[config.mk]
export PLATFORM = sky130hd
export DESIGN_NAME = cc16_unit
export DESIGN_NICKNAME = d
export VERILOG_FILES = /design/src/hw/cc16_timebase.v /design/src/hw/cc16_unit.v
export VERILOG_INCLUDE_DIRS = /design/src /design/src/inc
export SDC_FILE = /design/constraint.sdc
export NUM_CORES = 2
export LEC_CHECK = 0
export BUFFER_PORTS_ARGS = -buffer_cell sky130_fd_sc_hd__buf_2
export CAP_MARGIN = 10
export CORE_UTILIZATION = 50
export DETAILED_ROUTE_END_ITERATION = 12
export GPL_TIMING_DRIVEN = 0
export PLACE_DENSITY = 0.79
export SYNTH_ARGS = -nofsm -noshare
export SYNTH_HDL_FRONTEND = slang
export SYNTH_SLANG_ARGS = --single-unit
export TNS_END_PERCENT = 100
[constraint.sdc]
create_clock -name clk_i -period 6.2 [get_ports clk_i]
set_clock_uncertainty 0.15 [all_clocks]
set_input_delay 1.24 -clock clk_i [delete_from_list [all_inputs] [get_ports clk_i]]
set_output_delay 1.24 -clock clk_i [all_outputs]
set_load 0.01 [all_outputs]
[src/inc/cc16_defs.vh]
// Constants of the sixteen-channel capture/compare unit
// Function
// - Sixteen channels, one-clock resolution, eight clocks when staggered.
// - Two independent 16-bit time bases, each with its own reload register.
// - Each time base counts on a selectable prescaled system clock division.
// - Either time base may count on the neighbour timer's overflow strobe.
// - Time base A may count on an external count input.
// - Sixteen channel registers, each for capture or compare.
// - Each channel picks its time base and capture or compare operation.
// - One pin per channel: capture trigger input or compare event output.
// - Compare mode 0 raises a request per match, pin untouched.
// - Compare mode 1 inverts the pin on every match.
// - Compare mode 2 raises at most one request per timer period.
// - Compare mode 3 sets pin on match, clears on overflow, once per period.
// - Double register pairs share one pin; either match inverts it.
// - Single-event option lets a channel act only once.
// - Capture latches the allocated time base on the selected pin event.
// - Each capture raises that channel's request.
// - Capture edge selectable as rising, falling or both.
// - Compare channels compare against their time base on every count.
// - A match performs the action of the channel's compare mode.
`ifndef CC16_DEFS_VH
`define CC16_DEFS_VH
// Register byte offsets
`define CC16_TCTL_OFS 8'h00
`define CC16_RELA_OFS 8'h04
`define CC16_RELB_OFS 8'h08
`define CC16_TMRA_OFS 8'h0c
`define CC16_TMRB_OFS 8'h10
`define CC16_DBL_OFS 8'h14
`define CC16_DONE_OFS 8'h18
`define CC16_PIN_OFS 8'h1c
`define CC16_VAL_BLK 2'h1
`define CC16_CFG_BLK 2'h2
// Timer control fields
`define CC16_RUNA_BIT 0
`define CC16_SRCA_LSB 1
`define CC16_PREA_LSB 3
`define CC16_RUNB_BIT 8
`define CC16_SRCB_LSB 9
`define CC16_PREB_LSB 11
`define CC16_STAG_BIT 16
// Count sources
`define CC16_SRC_PRE 2'h0
`define CC16_SRC_NB 2'h1
`define CC16_SRC_EXT 2'h2
// Staggered mode floor of the prescaler exponent (eight clocks)
`define CC16_STAG_PRE 3'h3
// Channel configuration fields
`define CC16_MODE_LSB 0
`define CC16_TSEL_BIT 3
`define CC16_SNGL_BIT 4
// Channel modes
`define CC16_M_OFF 3'h0
`define CC16_M_CAPR 3'h1
`define CC16_M_CAPF 3'h2
`define CC16_M_CAPB 3'h3
`define CC16_M_CMP0 3'h4
`define CC16_M_CMP1 3'h5
`define CC16_M_CMP2 3'h6
`define CC16_M_CMP3 3'h7
// Reset values
`define CC16_TCTL_RST 17'h00000
`define CC16_REL_RST 16'h0000
`define CC16_CFG_RST 5'h00
`endif

[src/hw/cc16_timebase.v]
// One 16-bit time base with prescaler, source select and reload
`timescale 1ns/1ps
`default_nettype none
`include "cc16_defs.vh"
module cc16_timebase #(
    parameter W = 16,
    parameter PW = 3
) (
    // Clock and reset
    input wire clk_i,
    input wire rst_i,
    // Control
    input wire run_i,
    input wire [1:0] src_i,
    input wire [PW-1:0] pre_i,
    input wire stag_i,
    // Count sources
    input wire nb_ovf_i,
    input wire ext_i,
    // Software load and reload
    input wire ld_i,
    input wire [W-1:0] ld_val_i,
    input wire [W-1:0] rel_i,
    // Time base state
    output reg [W-1:0] cnt_o,
    output reg tick_o,
    output reg ovf_o
);
    localparam DW = 1 << PW;
    reg [DW-1:0] div;
    reg ext_q;
    reg [PW-1:0] eff;
    reg [DW-1:0] mask;
    reg pre_tick;
    reg step;

    always @* begin
        eff = pre_i;
        if (stag_i && pre_i < `CC16_STAG_PRE) begin
            eff = `CC16_STAG_PRE;
        end
        mask = ~({DW{1'b1}} << eff);
        pre_tick = ((div & mask) == mask);
        case (src_i)
            `CC16_SRC_PRE: step = run_i & pre_tick;
            `CC16_SRC_NB: step = run_i & nb_ovf_i;
            `CC16_SRC_EXT: step = run_i & ext_i & ~ext_q;
            default: step = 1'b0;
        endcase
    end

    always @(posedge clk_i) begin
        if (rst_i) begin
            div <= {DW{1'b0}};
            ext_q <= 1'b0;
            cnt_o <= {W{1'b0}};
            tick_o <= 1'b0;
            ovf_o <= 1'b0;
        end else begin
            div <= div + 1'b1;
            ext_q <= ext_i;
            tick_o <= step & ~ld_i;
            ovf_o <= 1'b0;
            if (ld_i) begin
                cnt_o <= ld_val_i;
            end else if (step) begin
                if (&cnt_o) begin
                    cnt_o <= rel_i;
                    ovf_o <= 1'b1;
                end else begin
                    cnt_o <= cnt_o + 1'b1;
                end
            end
        end
    end
endmodule // cc16_timebase
`default_nettype wire

[src/hw/cc16_unit.v]
// Sixteen-channel capture/compare unit with Wishbone register port
`timescale 1ns/1ps
`default_nettype none
`include "cc16_defs.vh"
module cc16_unit #(
    parameter NCH = 16,
    parameter W = 16
) (
    // Clock and reset
    input wire clk_i,
    input wire rst_i,
    // Wishbone slave
    input wire wb_cyc_i,
    input wire wb_stb_i,
    input wire wb_we_i,
    input wire [7:0] wb_adr_i,
    input wire [3:0] wb_sel_i,
    input wire [31:0] wb_dat_i,
    output reg [31:0] wb_dat_o,
    output reg wb_ack_o,
    // Count sources
    input wire nb_ovf_i,
    input wire ext_cnt_i,
    // Channel pins
    input wire [NCH-1:0] pin_i,
    output reg [NCH-1:0] pin_o,
    output reg [NCH-1:0] pin_oe_o,
    // Per-channel requests
    output reg [NCH-1:0] irq_o
);
    localparam HALF = NCH / 2;

    // Byte-lane merge of a 16-bit register
    function [15:0] mrg16;
        input [15:0] old;
        input [15:0] dat;
        input [1:0] sel;
        begin
            mrg16 = old;
            if (sel[0]) begin
                mrg16[7:0] = dat[7:0];
            end
            if (sel[1]) begin
                mrg16[15:8] = dat[15:8];
            end
        end
    endfunction

    // Compare modes
    function is_cmp;
        input [2:0] m;
        begin
            is_cmp = m[2];
        end
    endfunction

    reg [16:0] tctl;
    reg [W-1:0] rel_a;
    reg [W-1:0] rel_b;
    reg [HALF-1:0] dbl;
    reg [W-1:0] cval [0:NCH-1];
    reg [4:0] ccfg [0:NCH-1];
    reg [NCH-1:0] done;
    reg [NCH-1:0] fired;
    reg [NCH-1:0] pin_q;

    wire [W-1:0] cnt_a;
    wire [W-1:0] cnt_b;
    wire tick_a;
    wire tick_b;
    wire ovf_a;
    wire ovf_b;

    // Bus decode
    wire req = wb_cyc_i & wb_stb_i;
    wire wr = req & wb_we_i & wb_ack_o;
    wire [1:0] blk = wb_adr_i[7:6];
    wire [3:0] idx = wb_adr_i[5:2];
    wire wr_tmra = wr && wb_adr_i == `CC16_TMRA_OFS;
    wire wr_tmrb = wr && wb_adr_i == `CC16_TMRB_OFS;

    cc16_timebase #(
        .W(W),
        .PW(3)
    ) u_base_a (
        .clk_i(clk_i),
        .rst_i(rst_i),
        .run_i(tctl[`CC16_RUNA_BIT]),
        .src_i(tctl[`CC16_SRCA_LSB+:2]),
        .pre_i(tctl[`CC16_PREA_LSB+:3]),
        .stag_i(tctl[`CC16_STAG_BIT]),
        .nb_ovf_i(nb_ovf_i),
        .ext_i(ext_cnt_i),
        .ld_i(wr_tmra),
        .ld_val_i(mrg16(cnt_a, wb_dat_i[15:0], wb_sel_i[1:0])),
        .rel_i(rel_a),
        .cnt_o(cnt_a),
        .tick_o(tick_a),
        .ovf_o(ovf_a)
    );

    // Time base B has no external input; that source leaves it still
    cc16_timebase #(
        .W(W),
        .PW(3)
    ) u_base_b (
        .clk_i(clk_i),
        .rst_i(rst_i),
        .run_i(tctl[`CC16_RUNB_BIT]),
        .src_i(tctl[`CC16_SRCB_LSB+:2]),
        .pre_i(tctl[`CC16_PREB_LSB+:3]),
        .stag_i(tctl[`CC16_STAG_BIT]),
        .nb_ovf_i(nb_ovf_i),
        .ext_i(1'b0),
        .ld_i(wr_tmrb),
        .ld_val_i(mrg16(cnt_b, wb_dat_i[15:0], wb_sel_i[1:0])),
        .rel_i(rel_b),
        .cnt_o(cnt_b),
        .tick_o(tick_b),
        .ovf_o(ovf_b)
    );

    // Per-channel events
    reg [NCH-1:0] cap_ev;
    reg [NCH-1:0] match;
    reg [NCH-1:0] t_ovf;
    reg [NCH-1:0] tog;
    reg [NCH-1:0] set3;
    reg [NCH-1:0] drive;
    reg [2:0] md;
    reg [W-1:0] tv;
    reg tk;
    reg rise;
    reg fall;
    integer i;
    integer tgt;

    always @* begin
        cap_ev = {NCH{1'b0}};
        match = {NCH{1'b0}};
        t_ovf = {NCH{1'b0}};
        tog = {NCH{1'b0}};
        set3 = {NCH{1'b0}};
        drive = {NCH{1'b0}};
        md = 3'h0;
        tv = {W{1'b0}};
        tk = 1'b0;
        rise = 1'b0;
        fall = 1'b0;
        tgt = 0;
        for (i = 0; i < NCH; i = i + 1) begin
            md = ccfg[i][`CC16_MODE_LSB+:3];
            tv = ccfg[i][`CC16_TSEL_BIT] ? cnt_b : cnt_a;
            tk = ccfg[i][`CC16_TSEL_BIT] ? tick_b : tick_a;
            t_ovf[i] = ccfg[i][`CC16_TSEL_BIT] ? ovf_b : ovf_a;
            rise = pin_i[i] & ~pin_q[i];
            fall = ~pin_i[i] & pin_q[i];
            case (md)
                `CC16_M_CAPR: cap_ev[i] = rise & ~done[i];
                `CC16_M_CAPF: cap_ev[i] = fall & ~done[i];
                `CC16_M_CAPB: cap_ev[i] = (rise | fall) & ~done[i];
                default: cap_ev[i] = 1'b0;
            endcase
            // Compare on every count of the allocated time base
            if (is_cmp(md) && tk && tv == cval[i] && !done[i]) begin
                match[i] = 1'b1;
                if ((md == `CC16_M_CMP2 || md == `CC16_M_CMP3) && fired[i]) begin
                    match[i] = 1'b0;
                end
            end
            // Pair partner drives the lower pin of a double pair
            tgt = i;
            if (i >= HALF && dbl[i-HALF]) begin
                tgt = i - HALF;
            end
            if (match[i]) begin
                if (i >= HALF ? dbl[i-HALF] : dbl[i]) begin
                    tog[tgt] = 1'b1;
                end else if (md == `CC16_M_CMP1) begin
                    tog[i] = 1'b1;
                end else if (md == `CC16_M_CMP3) begin
                    set3[i] = 1'b1;
                end
            end
            if (i < HALF && dbl[i]) begin
                drive[i] = 1'b1;
            end else if (!(i >= HALF && dbl[i-HALF])) begin
                drive[i] = (md == `CC16_M_CMP1) || (md == `CC16_M_CMP3);
            end
        end
    end

    // Channel, pin and request state
    integer k;
    always @(posedge clk_i) begin
        if (rst_i) begin
            done <= {NCH{1'b0}};
            fired <= {NCH{1'b0}};
            pin_q <= {NCH{1'b0}};
            pin_o <= {NCH{1'b0}};
            pin_oe_o <= {NCH{1'b0}};
            irq_o <= {NCH{1'b0}};
            for (k = 0; k < NCH; k = k + 1) begin
                cval[k] <= {W{1'b0}};
                ccfg[k] <= `CC16_CFG_RST;
            end
        end else begin
            pin_q <= pin_i;
            pin_oe_o <= drive;
            irq_o <= cap_ev | match;
            for (k = 0; k < NCH; k = k + 1) begin
                // Software access; hardware events below take precedence
                if (wr && blk == `CC16_VAL_BLK && idx == k) begin
                    cval[k] <= mrg16(cval[k], wb_dat_i[15:0], wb_sel_i[1:0]);
                end
                if (wr && blk == `CC16_CFG_BLK && idx == k && wb_sel_i[0]) begin
                    ccfg[k] <= wb_dat_i[4:0];
                    done[k] <= 1'b0;
                    fired[k] <= 1'b0;
                end
                if (cap_ev[k]) begin
                    cval[k] <= (ccfg[k][`CC16_TSEL_BIT] ? cnt_b : cnt_a);
                end
                // Once-per-period state restarts at overflow
                if (t_ovf[k]) begin
                    fired[k] <= 1'b0;
                end
                if (match[k]) begin
                    fired[k] <= 1'b1;
                end
                if ((match[k] | cap_ev[k]) && ccfg[k][`CC16_SNGL_BIT]) begin
                    done[k] <= 1'b1;
                end
                // Pin action; a match wins over the overflow clear
                if (tog[k]) begin
                    pin_o[k] <= ~pin_o[k];
                end else if (set3[k]) begin
                    pin_o[k] <= 1'b1;
                end else if (t_ovf[k] && ccfg[k][2:0] == `CC16_M_CMP3 &&
                             !(k < HALF && dbl[k]) &&
                             !(k >= HALF && dbl[k-HALF])) begin
                    pin_o[k] <= 1'b0;
                end
            end
        end
    end

    // Global registers
    always @(posedge clk_i) begin
        if (rst_i) begin
            tctl <= `CC16_TCTL_RST;
            rel_a <= `CC16_REL_RST;
            rel_b <= `CC16_REL_RST;
            dbl <= {HALF{1'b0}};
        end else if (wr) begin
            case (wb_adr_i)
                `CC16_TCTL_OFS: begin
                    if (wb_sel_i[0]) begin
                        tctl[7:0] <= wb_dat_i[7:0];
                    end
                    if (wb_sel_i[1]) begin
                        tctl[15:8] <= wb_dat_i[15:8];
                    end
                    if (wb_sel_i[2]) begin
                        tctl[16] <= wb_dat_i[16];
                    end
                end
                `CC16_RELA_OFS: rel_a <= mrg16(rel_a, wb_dat_i[15:0], wb_sel_i[1:0]);
                `CC16_RELB_OFS: rel_b <= mrg16(rel_b, wb_dat_i[15:0], wb_sel_i[1:0]);
                `CC16_DBL_OFS: begin
                    if (wb_sel_i[0]) begin
                        dbl <= wb_dat_i[HALF-1:0];
                    end
                end
                default: begin
                end
            endcase
        end
    end

    // Read mux
    reg [31:0] rd;
    always @* begin
        rd = 32'h0;
        case (blk)
            `CC16_VAL_BLK: rd[W-1:0] = cval[idx];
            `CC16_CFG_BLK: rd[4:0] = ccfg[idx];
            default: begin
                case (wb_adr_i)
                    `CC16_TCTL_OFS: rd[16:0] = tctl;
                    `CC16_RELA_OFS: rd[W-1:0] = rel_a;
                    `CC16_RELB_OFS: rd[W-1:0] = rel_b;
                    `CC16_TMRA_OFS: rd[W-1:0] = cnt_a;
                    `CC16_TMRB_OFS: rd[W-1:0] = cnt_b;
                    `CC16_DBL_OFS: rd[HALF-1:0] = dbl;
                    `CC16_DONE_OFS: rd[NCH-1:0] = done;
                    `CC16_PIN_OFS: rd[NCH-1:0] = pin_o;
                    default: rd = 32'h0;
                endcase
            end
        endcase
    end

    // Wishbone answer: one wait state, ack for one cycle
    always @(posedge clk_i) begin
        if (rst_i) begin
            wb_ack_o <= 1'b0;
            wb_dat_o <= 32'h0;
        end else begin
            wb_ack_o <= req & ~wb_ack_o;
            if (req && !wb_ack_o) begin
                wb_dat_o <= wb_we_i ? 32'h0 : rd;
            end
        end
    end
endmodule // cc16_unit
`default_nettype wire

# Word level (Yosys, flattened, before mapping)
# Memories as Yosys holds them, arrays and structs flattened.
# Index checks and enable logic that the tools add are counted.
word_totals:
  register_bits: 239
  ramBits: 336
  input_bits: 67
  output_inout_bits: 81
  wordCells: 1495
  memories: 2
classes:
  add_sub_neg: 4
  n_lt_le_gt_ge: 18
  n_eq_ne: 145
  shift: 2
  mux: 678
  bitwise: 255
  reduce_logical: 311
mem_list:
  columns: ["memory", "depth", "width", "rd", "rd_ports_with_merged_regs", "wr", "line_no", "text"]
  rows:
  - ["cval", 16, 16, 17, 0, 16, "cc16_unit.v:61", "reg [W-1:0] cval [0:NCH-1];"]
  - ["ccfg", 16, 5, 17, 0, 16, "cc16_unit.v:62", "reg [4:0] ccfg [0:NCH-1];"]
op_table:
  columns: ["cell", "n"]
  rows:
  - ["$mux W16", 62]
  - ["$mux W8", 99]
  - ["$mux W1", 447]
  - ["$eq A16 B16 Y1", 16]
  - ["$ge A32 B1 Y1 const B", 8]
  - ["$lt A32 B6 Y1 const B", 8]
  - ["$logic_and A1 B1 Y1", 175]
  - ["$eq A3 B3 Y1 const B", 48]
  - ["$or A16 B16 Y16", 8]
  - ["$eq A3 B2 Y1 const B", 32]
  - ["$reduce_bool A3 Y1", 32]
  - ["$and A1 B1 Y1", 92]
  - ["$mux W5", 17]
  - ["$or A1 B1 Y1", 80]
  - ["$not A1 Y1", 70]
  - ["$pmux W8 S8", 1]
  - ["$pmux W8 S7", 1]
  - ["$pmux W1 S3", 17]
  - ["$eq A3 B1 Y1 const B", 16]
  - ["$mux W4", 9]
  - ["$reduce_bool A2 Y1", 18]
  - ["$add A16 B1 Y16 const B", 2]
  - ["$demux W1 S4", 8]
  - ["$eq A4 B4 Y1 const B", 8]
  - ["other kinds (41)", 139]

# Logic depth before layout (Yosys ltp)
# An unclocked memory read counts as a cell.
depth:
  ltp_word: 32
  depth_mapped: 12
  ltp_nobuf: 10

# By module
# A second synthesis with hierarchy kept.
hier_totals:
  hier_cells: 3483
  area_unflattened_um2: 34639.5
by_module_without_submodules:
  columns: ["module", "n_inst", "cells_each", "area_per_inst_um2"]
  rows:
  - ["cc16_unit", 1, 3079, 31401.4]
  - ["cc16_timebase (u_base_a)", 1, 199, 1622.8]
  - ["cc16_timebase (u_base_b)", 1, 205, 1615.3]

# Worst setup path before layout
# Ideal clock, no wire load.
synth_path:
  kind: "input -> register"
  start: "input wb_adr_i[5]"
  end: "memory cval[12][0], enable pin"
  setup_time_ns: 0.387
  t_arrival_ns: 3.037
  path_slack_ns: 2.626
  cell_stages: 6
  path_cell_list: "buf_2 -> buf_4 -> buf_2 -> buf_2 -> nand4_1 -> o31ai_1"
synth_lines:
  columns: ["element", "line_no", "text"]
  rows:
  - ["start: declaration", "cc16_unit.v:16", "input wire [7:0] wb_adr_i,"]
  - ["end: declaration", "cc16_unit.v:61", null]

==> summary.txt <==
status: complete, but fails checks
failing checks: max-capacitance violations
hold path startpoint: fired[2]$_SDFFE_PP0P_
share of cells above drive strength 1: 13.5%
slack of the worst reg-to-reg path: 1.51 ns
Clock Latency Late Sink: 0.65 ns
synthesized area: 34100 um2
Yosys cell types: 81
layout net count: 3774
vias in the first global route: 29800
chip height: 263 um
post-cts gate resize count: 0
WL/cell: 39.9 um
Worst R2R End: pin_o[3]$_SDFFE_PP0P_
setup TNS: 0 ns
CTS tree: built
R2R Path Start: u_base_a.cnt_o[10]$_SDFFE_PP0P_
Tmin final: 4.95 ns
endpoints failing hold: 0
drt total wl: 183000 um
grt met1 use: 65.6%
RePlAce Congestion: 1.10
CP Buf/Inv Count: 5
Initial Util: 50.7%
crit path max fanout: 10
FILL cells: 6010
Final Cycle Share: 79.8%
commonest non-fill, non-tap cell in the layout: nand2_1
Syn Area/Cell: 9.89 um2
Seq/Total Area, Yosys: 42.6%
R2R cell count: 10
area delta synth->final: 12.0%
slew of the pin with the lowest slew margin: 1.49 ns
Remaining DRCs: 0
Min-Delay Path Depth: 2
Routed Antenna Nets: 0
gr busiest metal: met2
crit-path cells: buf_2 -> inv_1 -> clkbuf_1 -> clkbuf_1 -> buf_1 -> nand3_1
First DRT Iteration DRCs: 5886
Slew Limit Fails: 0
RSZ-0062 raised after global routing: false
worst hold path type: flop to flop
commonest non-fill, non-tap cells in the layout: 413 x nand2_1, 345 x nor2_1, 336 x edfxtp_1, 326 x mux2i_1, 222 x dfxtp_1
PortBufs: 108
first-pass GRT wire length: 244000 um
Vias: 32400
Hold Path Sink: fired[2]$_SDFFE_PP0P_
Critical Path RT: 6.21 ns
Slowest-stage cell, CP: buf_1
Worst Setup Start Kind: input pin
Critical Path End Type: flop
die width: 263 um
Rows: 95
setup repair bufs after CTS: 0
number of clock sinks: 558
global route overflow: 0
detailed placer's ending HPWL: 138000 um
Synthesis Warnings: 0
Worst VDD drop: 0.203 mV
Yosys reg bits: 558
Total GRT Usage: 51.7%
placed cell count: 4468
core area: 67400 um2
Slew headroom: 0.0764%
Cell Pwr Density: 249 nW/um2
max incr delay on CP: 1.13 ns
I/O Pins: 148
first-pass iteration count of the detailed router: 9
Post-synth top flop: edfxtp_1
initial antenna violation count: 11
clock tree buffer depth: 3
clock slew at reported path FFs: 0.06 ns
EDFF count, synth: 336
htree depth: 3
most used cell, CP: clkbuf_1
Worst Path Arrival: 4.96 ns
share of flip-flops with an asynchronous set or reset: 0%
Root Driver: clkbuf_16
FMAX: 202 MHz
final number of setup-violating endpoints: 0
Leakage Power: 13.9 nW
drt via density: 7.05
hold_buf cts: 0
Num CTS Buffers: 66
number of max-cap violations: 2
Worst path top cell family by delay: buffers and inverters
met2 usage: 70.6%
Pwr Total: 0.00950 W
kind of critical path: input pin to flop
Die ar.: 69300 um2
Final Non-Filler Cells: 4599
gate count after technology mapping: 3452
largest net degree at the start of global routing: 14
GR Util met3: 21.0%
-- Yosys cell counts, types with 21 or more instances --
cell type,n,area (um2)
a211oi_1,88,661
a21oi_1,153,766
a22o_1,22,193
a22oi_1,49,368
buf_1,21,78.8
buf_2,68,340
buf_4,32,240
clkbuf_1,161,604
dfxtp_1,222,4440
edfxtp_1,336,10100
ha_1,39,488
inv_1,93,349
mux2i_1,326,3260
mux4_2,105,2360
nand2_1,413,1550
nand3_1,117,586
nand4_1,28,175
nor2_1,345,1290
nor3_1,48,240
nor4_1,46,288
o21ai_0,193,966
xnor2_1,190,1660
xor2_1,93,815
-- cells by family (layout without fill, tap and decap cells) --
kind of cell / count (synthesis) / after routing / synth area share (%)
flip-flops: 558 / 558 / 42.6
multiplexers: 443 / 443 / 16.9
other: 1 / 22 / 0.0110
buffers and inverters: 397 / 650 / 5.48
AO/OA/AOI/OAI: 632 / 632 / 11.8
XOR/XNOR: 283 / 283 / 7.26
AND/OR/NAND/NOR: 1099 / 1099 / 14.6
adder cells (fa/ha/maj): 39 / 39 / 1.43
-- how the worst max path moves through the flow --
| stage | start | end | slack, ns | cells past startpoint |
|---|---|---|---|---|
| after detailed placement | rst_i | cval[10][3]$_SDFFCE_PP0P_ | 0.83 | 6 |
| after CTS | rst_i | cval[10][0]$_SDFFCE_PP0P_ | 1.47 | 6 |
| after floorplan | wb_adr_i[5] | cval[12][0]$_SDFFCE_PP0P_ | 2.63 | 6 |
| final | rst_i | cval[10][0]$_SDFFCE_PP0P_ | 1.25 | 6 |
| after global placement | rst_i | cval[10][3]$_SDFFCE_PP0P_ | 0.85 | 6 |
| after global routing | rst_i | cval[10][0]$_SDFFCE_PP0P_ | 1.50 | 6 |
-- worst reg2reg max path, stage by stage, from the launching register on --
cell and delay [ns]:
dfxtp_1 0.36, clkbuf_1 0.95, buf_2 0.71, mux2i_1 0.24, xnor2_1 0.18, nor4_1 0.24
nand2_1 0.21, nor3_2 0.90, o21ai_0 0.24, a21boi_0 0.19, o31ai_1 0.23
-- power breakdown --
| group | internal (W) | switching (W) |
|---|---|---|
| sequential | 0.00412 | 0.000181 |
| clock | 0.00218 | 0.00178 |
| combinational | 0.000384 | 0.000855 |
| total | 0.00669 | 0.00281 |
-- state kept, by name (all words and copies together) (netlist names), 7 cells and up --
signal,count
rel_b,16
u_base_a.cnt_o,16
u_base_a.div,7
u_base_b.cnt_o,16
fired,16
u_base_b.div,7
wb_dat_o,17
pin_oe_o,16
tctl,17
rel_a,16
pin_o,16
ccfg,80
cval,256
done,16
dbl,8
pin_q,16
irq_o,16
-- cell type report --
type | instances | area (um2) | area share (%)
inverter | 93 | 349 | 0.913
antenna | 7 | 17.5 | 0.0458
clock inverter | 34 | 330 | 0.864
multi-input combinational | 2511 | 17800 | 46.7
tap | 873 | 1090 | 2.86
sequential | 558 | 14500 | 38.0
timing repair buffer | 134 | 763 | 2.00
buffer | 304 | 1520 | 3.98
clock buffer | 85 | 1780 | 4.64
-- stage by stage --
step | setup WS, ns | util, % | cell area [um2] | hold WS (ns)
after floorplan | 2.63 | - | 34200 | 0.282
after global placement | 0.854 | 53.2 | 35800 | 0.292
after detailed placement | 0.827 | 53.5 | 36000 | 0.297
after CTS | 1.47 | 56.6 | 38100 | 0.307
after global routing | 1.50 | 56.7 | 38200 | 0.326
final | 1.25 | 56.7 | 38200 | 0.314
-- metal layers --
metal | vias to the layer above | share of wire [%] | wire length, um
met5 | - | 0.029 | 54
met3 | 761 | 16 | 29300
met1 | 15600 | 36 | 65600
met2 | 3084 | 39 | 71600
met4 | 8 | 9.2 | 16800
li1 | 12900 | - | -
No activity file was read; power rests on OpenSTA's default activity.
